## config.mk

```make
export PLATFORM = sky130hd
export DESIGN_NAME = gpe_top
export DESIGN_NICKNAME = d
export VERILOG_FILES = /design/src/rtl/gpe_pkg.sv /design/src/rtl/gpe_top.sv
export SDC_FILE = /design/constraint.sdc
export NUM_CORES = 2
export LEC_CHECK = 0
export BUFFER_PORTS_ARGS = -buffer_cell sky130_fd_sc_hd__buf_2
export CORE_ASPECT_RATIO = 1.2
export CORE_MARGIN = 2
export CORE_UTILIZATION = 40
export DETAILED_ROUTE_END_ITERATION = 12
export GPL_ROUTABILITY_DRIVEN = 0
export MAX_ROUTING_LAYER = met4
export SLEW_MARGIN = 20
export SYNTH_ARGS = -nofsm -noshare
export SYNTH_HDL_FRONTEND = slang
export SYNTH_SLANG_ARGS = --single-unit
```

## constraint.sdc

```tcl
create_clock -name clk -period 25.1 [get_ports clk]
set_input_delay 3.765 -clock clk [delete_from_list [all_inputs] [get_ports clk]]
set_output_delay 3.765 -clock clk [all_outputs]
set_load 0.01 [all_outputs]
```

## src/rtl/gpe_pkg.sv

```systemverilog
// Register map, field constants and reset values of the edge-wake GPIO block
package gpe_pkg;
  // Data and address widths of the register port
  localparam int GPE_DW = 32;
  localparam int GPE_AW = 12;
  // Address pages, selected by address bits 11:8
  localparam logic [3:0] GPE_PAGE_PORT = 4'h0;
  localparam logic [3:0] GPE_PAGE_LEGACY = 4'h1;
  localparam logic [3:0] GPE_PAGE_EDGE = 4'h2;
  // Fast port registers, port n at 0x000 + n*0x20
  localparam logic [4:0] GPE_OFS_DIR = 5'h00;
  localparam logic [4:0] GPE_OFS_MASK = 5'h04;
  localparam logic [4:0] GPE_OFS_PIN = 5'h08;
  localparam logic [4:0] GPE_OFS_SET = 5'h0C;
  localparam logic [4:0] GPE_OFS_CLR = 5'h10;
  // Legacy copies of first and second port, port n at 0x100 + n*0x10
  localparam logic [3:0] GPE_LOFS_PIN = 4'h0;
  localparam logic [3:0] GPE_LOFS_SET = 4'h4;
  localparam logic [3:0] GPE_LOFS_DIR = 4'h8;
  localparam logic [3:0] GPE_LOFS_CLR = 4'hC;
  // Edge interrupt registers, bank k at 0x200 + k*0x20
  localparam logic [4:0] GPE_EOFS_RISE = 5'h00;
  localparam logic [4:0] GPE_EOFS_FALL = 5'h04;
  localparam logic [4:0] GPE_EOFS_STAT = 5'h08;
  localparam logic [4:0] GPE_EOFS_MASK = 5'h0C;
  // Ports that own an edge bank: first_port and third_port
  localparam int GPE_EDGE_BANKS = 2;
  localparam int GPE_EDGE_FIRST_PORT = 0;
  localparam int GPE_EDGE_SECOND_PORT = 2;
  localparam int GPE_LEGACY_PORTS = 2;
  // Reset values
  localparam logic [31:0] GPE_RST_DIR = 32'h0000_0000;
  localparam logic [31:0] GPE_RST_LAT = 32'h0000_0000;
  localparam logic [31:0] GPE_RST_MASK = 32'h0000_0000;
  localparam logic [31:0] GPE_RST_EDGE = 32'h0000_0000;
  localparam logic [31:0] GPE_RD_NONE = 32'h0000_0000;
endpackage

```

## src/rtl/gpe_top.sv

```systemverilog
// Edge-wake GPIO block: direction, latch, mask, set/clear, legacy copies, edge interrupts
//
// Contract
// Pins not taken by a peripheral are driven and sampled by these registers.
// Every pin has its own direction bit, changeable at any time.
// Ones written to set drive outputs high, to clear drive them low.
// Output latch and live pin level are both readable.
// Mask bits keep outputs unchanged on port writes.
// Byte and halfword accesses touch only the addressed lanes.
// Whole port value is written in one full access.
// First and third port pins raise interrupts on rising, falling or both edges.
// Edge detection works without a running clock.
// Any enabled pin edge can wake the chip from power-down.
// After reset all pins are inputs.
// First and second port are also reachable through legacy register copies.
// Edge requests merge with the fourth external interrupt line.
// Edges set sticky pending bits, cleared by writing one; request holds meanwhile.
`timescale 1ns/10ps
module gpe_top #(
  parameter int NP = 3
) (
  input wire logic clk,
  input wire logic reset_n,
  input wire logic [gpe_pkg::GPE_AW-1:0] bus_addr,
  input wire logic [gpe_pkg::GPE_DW-1:0] bus_wdata,
  input wire logic [3:0] bus_be,
  input wire logic bus_wr,
  input wire logic bus_rd,
  output logic [gpe_pkg::GPE_DW-1:0] bus_rdata,
  input wire logic [NP-1:0][gpe_pkg::GPE_DW-1:0] pin_in,
  output logic [NP-1:0][gpe_pkg::GPE_DW-1:0] pin_out,
  output logic [NP-1:0][gpe_pkg::GPE_DW-1:0] pin_oe,
  input wire logic [NP-1:0][gpe_pkg::GPE_DW-1:0] periph_sel,
  input wire logic fourth_external_irq_line,
  output logic irq,
  output logic wake_req
);
  import gpe_pkg::*;

  // Port index is three address bits and the third port must exist
  if (NP < 3 || NP > 8) begin : g_np_check
    $error("gpe_top: NP must lie between 3 and 8");
  end

  typedef logic [GPE_DW-1:0] gpe_word_t;

  // Reset release through two flops
  logic rst_s1, rst_n_sync;
  always_ff @(posedge clk or negedge reset_n) begin
    if (!reset_n) begin
      rst_s1 <= 1'b0;
      rst_n_sync <= 1'b0;
    end else begin
      rst_s1 <= 1'b1;
      rst_n_sync <= rst_s1;
    end
  end

  // Pin and external line synchronisers, plus one stage of history for edges
  gpe_word_t [NP-1:0] pin_s1, pin_s2, pin_prev;
  logic ext_s1, ext_s2;
  always_ff @(posedge clk or negedge rst_n_sync) begin
    if (!rst_n_sync) begin
      pin_s1 <= '0;
      pin_s2 <= '0;
      pin_prev <= '0;
      ext_s1 <= 1'b0;
      ext_s2 <= 1'b0;
    end else begin
      pin_s1 <= pin_in;
      pin_s2 <= pin_s1;
      pin_prev <= pin_s2;
      ext_s1 <= fourth_external_irq_line;
      ext_s2 <= ext_s1;
    end
  end

  // Expand byte enables to a bit mask
  function automatic gpe_word_t lanes(input logic [3:0] be);
    lanes = {{8{be[3]}}, {8{be[2]}}, {8{be[1]}}, {8{be[0]}}};
  endfunction

  // Address decode
  logic [3:0] page, l_reg;
  logic [2:0] p_idx;
  logic [4:0] p_reg;
  logic [1:0] l_idx, e_idx;
  gpe_word_t bemask;
  assign page = bus_addr[11:8];
  assign p_idx = bus_addr[7:5];
  assign p_reg = bus_addr[4:0];
  assign l_idx = bus_addr[5:4];
  assign l_reg = bus_addr[3:0];
  assign e_idx = bus_addr[6:5];
  assign bemask = lanes(bus_be);

  // Register state
  gpe_word_t [NP-1:0] dir, lat, msk;
  gpe_word_t [GPE_EDGE_BANKS-1:0] rise_en, fall_en, pend, imask;
  gpe_word_t [NP-1:0] next_dir, next_lat, next_msk;
  gpe_word_t [GPE_EDGE_BANKS-1:0] next_rise, next_fall, next_pend, next_imask;
  gpe_word_t [GPE_EDGE_BANKS-1:0] edge_ev, edge_pin, edge_old;

  // Synchronised pin levels of the two edge ports
  assign edge_pin[0] = pin_s2[GPE_EDGE_FIRST_PORT];
  assign edge_pin[1] = pin_s2[GPE_EDGE_SECOND_PORT];
  assign edge_old[0] = pin_prev[GPE_EDGE_FIRST_PORT];
  assign edge_old[1] = pin_prev[GPE_EDGE_SECOND_PORT];

  // Enabled edges per bank; both enables give both edges
  always_comb begin
    for (int k = 0; k < GPE_EDGE_BANKS; k++) begin
      edge_ev[k] = (rise_en[k] & edge_pin[k] & ~edge_old[k])
                 | (fall_en[k] & ~edge_pin[k] & edge_old[k]);
    end
  end

  // Next register values from bus writes and pin edges
  always_comb begin
    gpe_word_t keep;
    keep = '0;
    next_dir = dir;
    next_lat = lat;
    next_msk = msk;
    next_rise = rise_en;
    next_fall = fall_en;
    next_imask = imask;
    next_pend = pend;
    // Fast port registers; mask only guards the latch
    for (int p = 0; p < NP; p++) begin
      if (bus_wr && page == GPE_PAGE_PORT && p_idx == p[2:0]) begin
        keep = msk[p] | ~bemask;
        case (p_reg)
          GPE_OFS_DIR: next_dir[p] = (dir[p] & ~bemask) | (bus_wdata & bemask);
          GPE_OFS_MASK: next_msk[p] = (msk[p] & ~bemask) | (bus_wdata & bemask);
          GPE_OFS_PIN: next_lat[p] = (lat[p] & keep) | (bus_wdata & ~keep);
          GPE_OFS_SET: next_lat[p] = lat[p] | (bus_wdata & ~keep);
          GPE_OFS_CLR: next_lat[p] = lat[p] & ~(bus_wdata & ~keep);
          default: keep = '0;
        endcase
      end
    end
    // Legacy copies share the same state but ignore the mask
    for (int p = 0; p < GPE_LEGACY_PORTS; p++) begin
      if (bus_wr && page == GPE_PAGE_LEGACY && l_idx == p[1:0]) begin
        case (l_reg)
          GPE_LOFS_PIN: next_lat[p] = (lat[p] & ~bemask) | (bus_wdata & bemask);
          GPE_LOFS_SET: next_lat[p] = lat[p] | (bus_wdata & bemask);
          GPE_LOFS_DIR: next_dir[p] = (dir[p] & ~bemask) | (bus_wdata & bemask);
          GPE_LOFS_CLR: next_lat[p] = lat[p] & ~(bus_wdata & bemask);
          default: keep = '0;
        endcase
      end
    end
    // Edge banks; a fresh edge beats a clear in the same cycle
    for (int k = 0; k < GPE_EDGE_BANKS; k++) begin
      if (bus_wr && page == GPE_PAGE_EDGE && e_idx == k[1:0]) begin
        case (p_reg)
          GPE_EOFS_RISE: next_rise[k] = (rise_en[k] & ~bemask) | (bus_wdata & bemask);
          GPE_EOFS_FALL: next_fall[k] = (fall_en[k] & ~bemask) | (bus_wdata & bemask);
          GPE_EOFS_STAT: next_pend[k] = pend[k] & ~(bus_wdata & bemask);
          GPE_EOFS_MASK: next_imask[k] = (imask[k] & ~bemask) | (bus_wdata & bemask);
          default: keep = '0;
        endcase
      end
      next_pend[k] = next_pend[k] | edge_ev[k];
    end
  end

  // Register update; all pins come up as inputs
  always_ff @(posedge clk or negedge rst_n_sync) begin
    if (!rst_n_sync) begin
      dir <= {NP{GPE_RST_DIR}};
      lat <= {NP{GPE_RST_LAT}};
      msk <= {NP{GPE_RST_MASK}};
      rise_en <= {GPE_EDGE_BANKS{GPE_RST_EDGE}};
      fall_en <= {GPE_EDGE_BANKS{GPE_RST_EDGE}};
      pend <= {GPE_EDGE_BANKS{GPE_RST_EDGE}};
      imask <= {GPE_EDGE_BANKS{GPE_RST_EDGE}};
    end else begin
      dir <= next_dir;
      lat <= next_lat;
      msk <= next_msk;
      rise_en <= next_rise;
      fall_en <= next_fall;
      pend <= next_pend;
      imask <= next_imask;
    end
  end

  // Read mux; unmapped addresses and write-only registers return zero
  gpe_word_t next_rdata;
  always_comb begin
    next_rdata = GPE_RD_NONE;
    if (bus_rd) begin
      for (int p = 0; p < NP; p++) begin
        if (page == GPE_PAGE_PORT && p_idx == p[2:0]) begin
          case (p_reg)
            GPE_OFS_DIR: next_rdata = dir[p];
            GPE_OFS_MASK: next_rdata = msk[p];
            GPE_OFS_PIN: next_rdata = pin_s2[p];
            GPE_OFS_SET: next_rdata = lat[p];
            default: next_rdata = GPE_RD_NONE;
          endcase
        end
      end
      for (int p = 0; p < GPE_LEGACY_PORTS; p++) begin
        if (page == GPE_PAGE_LEGACY && l_idx == p[1:0]) begin
          case (l_reg)
            GPE_LOFS_PIN: next_rdata = pin_s2[p];
            GPE_LOFS_SET: next_rdata = lat[p];
            GPE_LOFS_DIR: next_rdata = dir[p];
            default: next_rdata = GPE_RD_NONE;
          endcase
        end
      end
      for (int k = 0; k < GPE_EDGE_BANKS; k++) begin
        if (page == GPE_PAGE_EDGE && e_idx == k[1:0]) begin
          case (p_reg)
            GPE_EOFS_RISE: next_rdata = rise_en[k];
            GPE_EOFS_FALL: next_rdata = fall_en[k];
            GPE_EOFS_STAT: next_rdata = pend[k];
            GPE_EOFS_MASK: next_rdata = imask[k];
            default: next_rdata = GPE_RD_NONE;
          endcase
        end
      end
    end
  end

  // Read data stands only in the cycle after the strobe
  always_ff @(posedge clk or negedge rst_n_sync) begin
    if (!rst_n_sync) begin
      bus_rdata <= GPE_RD_NONE;
    end else begin
      bus_rdata <= next_rdata;
    end
  end

  // Pin drive; a pin handed to a peripheral is released by this block
  always_comb begin
    for (int p = 0; p < NP; p++) begin
      pin_out[p] = lat[p];
      pin_oe[p] = dir[p] & ~periph_sel[p];
    end
  end

  // Shared request: pending unmasked edges or the external line
  assign irq = (|(pend[0] & imask[0])) | (|(pend[1] & imask[1])) | ext_s2;

  // Raw-pin compare keeps wake alive with the clock stopped; the flops catch up later
  gpe_word_t [GPE_EDGE_BANKS-1:0] raw_pin, raw_ev;
  assign raw_pin[0] = pin_in[GPE_EDGE_FIRST_PORT];
  assign raw_pin[1] = pin_in[GPE_EDGE_SECOND_PORT];
  always_comb begin
    for (int k = 0; k < GPE_EDGE_BANKS; k++) begin
      raw_ev[k] = (rise_en[k] & raw_pin[k] & ~edge_pin[k])
                | (fall_en[k] & ~raw_pin[k] & edge_pin[k]);
    end
  end
  assign wake_req = (|pend[0]) | (|pend[1]) | (|raw_ev[0]) | (|raw_ev[1]);

  // Assertions
  logic wr_full;
  assign wr_full = bus_wr && bus_be == 4'hF;

  property p_reset_inputs;
    @(posedge clk) $rose(rst_n_sync) |-> pin_oe == '0;
  endproperty
  a_reset_inputs: assert property (p_reset_inputs)
    else $error("pins not inputs after reset");
  property p_oe_follows_dir;
    @(posedge clk) disable iff (!rst_n_sync)
      pin_oe[1] == (dir[1] & ~periph_sel[1]);
  endproperty
  a_oe_follows_dir: assert property (p_oe_follows_dir)
    else $error("output enable does not follow direction");
  property p_set_drives_high;
    @(posedge clk) disable iff (!rst_n_sync)
      (wr_full && bus_addr == {GPE_PAGE_PORT, 3'h0, GPE_OFS_SET})
      |=> ((pin_out[0] & $past(bus_wdata & ~msk[0])) == $past(bus_wdata & ~msk[0]));
  endproperty
  a_set_drives_high: assert property (p_set_drives_high)
    else $error("set write did not drive pins high");
  property p_clr_drives_low;
    @(posedge clk) disable iff (!rst_n_sync)
      (wr_full && bus_addr == {GPE_PAGE_PORT, 3'h0, GPE_OFS_CLR})
      |=> ((pin_out[0] & $past(bus_wdata & ~msk[0])) == '0);
  endproperty
  a_clr_drives_low: assert property (p_clr_drives_low)
    else $error("clear write did not drive pins low");
  property p_masked_write;
    @(posedge clk) disable iff (!rst_n_sync)
      (wr_full && bus_addr == {GPE_PAGE_PORT, 3'h2, GPE_OFS_PIN})
      |=> lat[2] == (($past(lat[2]) & $past(msk[2])) | ($past(bus_wdata) & ~$past(msk[2])));
  endproperty
  a_masked_write: assert property (p_masked_write)
    else $error("masked port write changed masked bits");
  property p_byte_lane;
    @(posedge clk) disable iff (!rst_n_sync)
      (bus_wr && bus_be == 4'h1 && bus_addr == {GPE_PAGE_PORT, 3'h1, GPE_OFS_DIR})
      |=> dir[1][31:8] == $past(dir[1][31:8]);
  endproperty
  a_byte_lane: assert property (p_byte_lane)
    else $error("byte write touched other lanes");
  property p_pin_read;
    @(posedge clk) disable iff (!rst_n_sync)
      (bus_rd && bus_addr == {GPE_PAGE_PORT, 3'h0, GPE_OFS_PIN}) |=> bus_rdata == $past(pin_s2[0]);
  endproperty
  a_pin_read: assert property (p_pin_read)
    else $error("pin read returned wrong level");
  property p_legacy_set;
    @(posedge clk) disable iff (!rst_n_sync)
      (wr_full && bus_addr == {GPE_PAGE_LEGACY, 2'h0, 2'h1, GPE_LOFS_SET})
      |=> ((pin_out[1] & $past(bus_wdata)) == $past(bus_wdata));
  endproperty
  a_legacy_set: assert property (p_legacy_set)
    else $error("legacy set did not reach latch");
  property p_rise_pending;
    @(posedge clk) disable iff (!rst_n_sync)
      (rise_en[0][0] && pin_s2[0][0] && !pin_prev[0][0])
      |=> pend[0][0] ##1 (pend[0][0] || $past(bus_wr));
  endproperty
  a_rise_pending: assert property (p_rise_pending)
    else $error("rising edge did not set pending bit");
  property p_irq_merge;
    @(posedge clk) disable iff (!rst_n_sync)
      (ext_s2 || (|(pend[0] & imask[0])) || (|(pend[1] & imask[1])))
      |-> irq && (wake_req || ext_s2);
  endproperty
  a_irq_merge: assert property (p_irq_merge)
    else $error("merged request missing");
  c_set_then_clear: cover property (@(posedge clk) disable iff (!rst_n_sync)
    (bus_wr && p_reg == GPE_OFS_SET) ##1 (bus_wr && p_reg == GPE_OFS_CLR));
  c_edge_irq: cover property (@(posedge clk) disable iff (!rst_n_sync) $rose(irq));
  c_wake_raw: cover property (@(posedge clk) disable iff (!rst_n_sync) |raw_ev[1]);
endmodule // gpe_top

```

==> results.md <==
| Parameter | Reported | Unit |
| --- | --- | --- |
| Run status | completed | - |
| Number of distinct library cell variants in the gate-level netlist after synthesis | 84 | - |
| Core box area | 101400 | µm² |
| Syn_nets | 4056 | - |
| WP data arrival | 5.61 | ns |
| Cts bufs inserted | 87 | - |
| Count of nets after finishing | 4430 | - |
| Req. time, crit path | 21.33 | ns |
| First-pass detailed-route iteration total | 9 | - |
| DP Cell Count | 5459 | - |
| Final worst path period share | 37.36 | % |
| Combinational share of power | 7.3 | % |
| Setup slack after placement | 15.78 | ns |
| Largest buffer count on any clock path | 3 | - |
| Crit path launch type | primary input | - |
| CTS Sinks | 836 | - |
| Number of hold violations in the final report | 0 | - |
| Pins Over Slew Limit | 0 | - |
| Internal Pwr Total | 2.249 | mW |
| Post-route core utilization | 46.83 | % |
| Vias after detailed routing | 38000 | - |
| Number of register bits inferred by synthesis | 836 | - |
| Fraction of layout cells with a size suffix above 1 | 27.57 | % |
| Detail-routed via count per cell | 6.726 | - |
| Initial Utilization | 40.28 | % |
| Post-synthesis instance area | 40840 | µm² |
| Worst clock skew on the final layout | 0.04006 | ns |
| Resize count post-CTS | 0 | - |
| Worst Setup SP | pin_in[28] | - |
| Number of global-route vias before repair | 36230 | - |
| Signed area change from the synthesized netlist to the final layout | 16.26 | % |
| Maximum vdd ir drop | 47.95 | µV |
| Die Footprint | 104700 | µm² |
| Reported net switching power | 0.7949 | mW |
| Count of buffer and inverter cells on the critical path | 2 | - |
| Unrepaired setup endpoints after global routing | false | - |
| Number of max-cap violations | 0 | - |
| Worst flop-to-flop path startpoint | rst_n_sync$_DFF_PN0_ | - |
| Violation count after the first detailed-route iteration | 5544 | - |
| Summed negative setup slack over all endpoints | 0 | ns |
| LEAKAGE | 20.91 | nW |
| CTS tree | done | - |
| Drt drc | 0 | - |
| Critical-path cell list | buf_2, nand2_1, o22ai_1, nor4_1, nand4_1, or4_1, buf_2 | - |
| Boundary Pins | 471 | - |
| Cell repeated most along the worst path | buf_2 | - |
| Number of buffers inserted by hold repair at cts | 0 | - |
| Area of placed instances | 44350 | µm² |
| Area share of the largest cell type after synthesis | 51.23 | % |
| Cell with the largest stage delay on the worst path | or4_1 | - |
| H-tree levels | 3 | - |
| Fraction of registers with async set or reset after synthesis | 100.0 | % |
| Count of filler cells inserted in the layout | 9516 | - |
| Slew headroom | 8.410 | % |
| Number of antenna violations at the first check in global routing | 26 | - |
| Number of synthesized flops with an enable pin | 0 | - |
| GRT Overall Usage | 39.08 | % |
| Worst hold-check slack | 0.3194 | ns |
| WL final | 200300 | µm |
| Global-route wire length before repair | 279200 | µm |
| Die Y | 354.0 | µm |
| Final Total Pwr | 3.044 | mW |
| Cells after Synth | 3811 | - |
| Clock latency on the worst-skew pair | 0.70 | ns |
| Worst Hold Class | reg -> async | - |
| Non-filler instance count after layout | 5649 | - |
| Period minus WS final | 9.378 | ns |
| Post-route ant nets | 0 | - |
| Mean instance size in the synthesized netlist | 10.72 | µm² |
| Finished Cell Area | 47480 | µm² |
| Final setup violation count | 0 | - |
| Share of power burned in the clock network | 46.0 | % |
| Kind of cell adding the most delay to the critical path | simple AND/OR/NAND/NOR gates | - |
| Sequential share of power | 46.7 | % |
| Number of buffers added for setup after CTS | 0 | - |
| Floorplan row count | 128 | - |
| Kind of critical path | in -> out | - |
| Yosys synthesis warning count | 0 | - |
| Detailed placer's ending HPWL | 145600 | µm |
| Sequential element share of the synthesized area | 51.23 | % |
| Leading cell types in the layout, fill and taps excluded | 835 x dfrtp_1, 469 x buf_2, 414 x nand2_1, 386 x mux2_2, 307 x o21ai_0 | - |
| Most common cell after layout, fill and taps aside | dfrtp_1 | - |
| PwrDens | 64.11 | nW/µm² |
| Transition at the pin with the smallest max-transition slack | 1.366 | ns |
| Routed len/inst | 35.46 | µm |
| Number of buffers inserted by port buffering | 470 | - |
| Library cell occupying the most area in the post-synthesis netlist | dfrtp_1 | - |
| Cell types occupying the most area after synthesis | dfrtp_1 51%, mux2_2 11%, nand2_1 3.8% | - |
| Switching Share | 26.12 | % |
| Largest net degree at the start of global routing | 178 | - |
| F_max | 106.6 | MHz |
| Crit-path max FO | 3 | - |
| Slowest cell delay on critical path | 0.57 | ns |
| Critical path endpoint category | output pin | - |
| Register clock-pin slew on the reported worst setup and hold paths | 0.06 | ns |
| Root Buffer Master | clkbuf_16 | - |
| Width of the chip | 295.7 | µm |
| Total grt overflow | 0 | - |
| Flip-flop cell with the highest count after synthesis | dfrtp_1 | - |
| Slack of the critical path | 15.72 | ns |
## power by group through the flow
stage          Clock, mW  Combinational (mW)  Sequential [mW]
2_1_floorplan          0              0.0932             1.44
3_3_place_gp           0               0.211             1.44
3_5_place_dp           0               0.213             1.44
4_1_cts             1.40               0.214             1.42
5_1_grt             1.46               0.231             1.42
6_report            1.40               0.222             1.42
## cell type report
type                    count  area [µm²]  area share (%)
clock buffers             116        2457           5.176
inverters                  22       82.58          0.1739
clock inverters            42       561.8           1.183
well taps                1365        1708           3.597
multi-input cells        2707       18820           39.63
flip-flops and latches    836       20920           44.07
diodes                     30       75.07          0.1581
repair buffers            531        2853           6.009
## routing by layer
| metal | wire length [µm] | share of wire [%] | GRT usage [%] | up-vias |
|---|---|---|---|---|
| li1 | - | - | - | 15010 |
| met4 | 20120 | 10 | 30.50 | 0 |
| met1 | 69310 | 35 | 45.11 | 18960 |
| met3 | 24230 | 12 | 12.11 | 907 |
| met5 | 0 | 0 | - | - |
| met2 | 86650 | 43 | 56.27 | 3120 |
## final timing paths
| check | to | slack [ns] | cells after the start |
|---|---|---|---|
| max | wake_req | 15.72 | 7 |
| min | pin_s1[90]$_DFF_PN0_ | 0.32 | 0 |
| max reg2reg | asynchronous set/reset pin | 21.66 | 3 |
| min reg2reg | pin_s1[90]$_DFF_PN0_ | 0.32 | 0 |
| max in group asynchronous | asynchronous set/reset pin | 21.66 | 3 |
| min in group clk | pin_s2[63]$_DFF_PN0_ | 0.33 | 0 |
## cell families (layout without fill, tap and decap cells)
family | after synthesis | after routing | share of synthesized area (%)
AOI/OAI and AO/OA | 1078 | 1078 | 17.07
other | 1 | 31 | 0.009182
buffers and inverters | 268 | 711 | 2.858
and+or+nand+nor | 1072 | 1072 | 13.13
DFF | 836 | 836 | 51.23
muxes | 556 | 556 | 15.70
## cells in the mapped netlist (12+ instances only)
cell,number
a211oi_1,28
a21oi_1,193
a221oi_1,66
a22o_1,25
a22oi_1,52
a2bb2oi_1,12
a31oi_1,37
buf_1,25
buf_2,60
buf_4,15
clkbuf_1,142
dfrtp_1,836
inv_1,20
mux2_2,386
mux2i_1,141
mux4_2,29
nand2_1,415
nand2_2,21
nand3_1,66
nand3b_1,76
nand4_1,12
nor2_1,194
nor2b_1,114
nor3_1,43
nor3_2,14
nor4_1,41
o211ai_1,105
o21ai_0,307
o21ai_1,12
o221ai_1,12
o22ai_1,90
o311ai_0,27
o31ai_1,40
or3_1,24
Note: power is estimated with default switching activity, not from simulation.
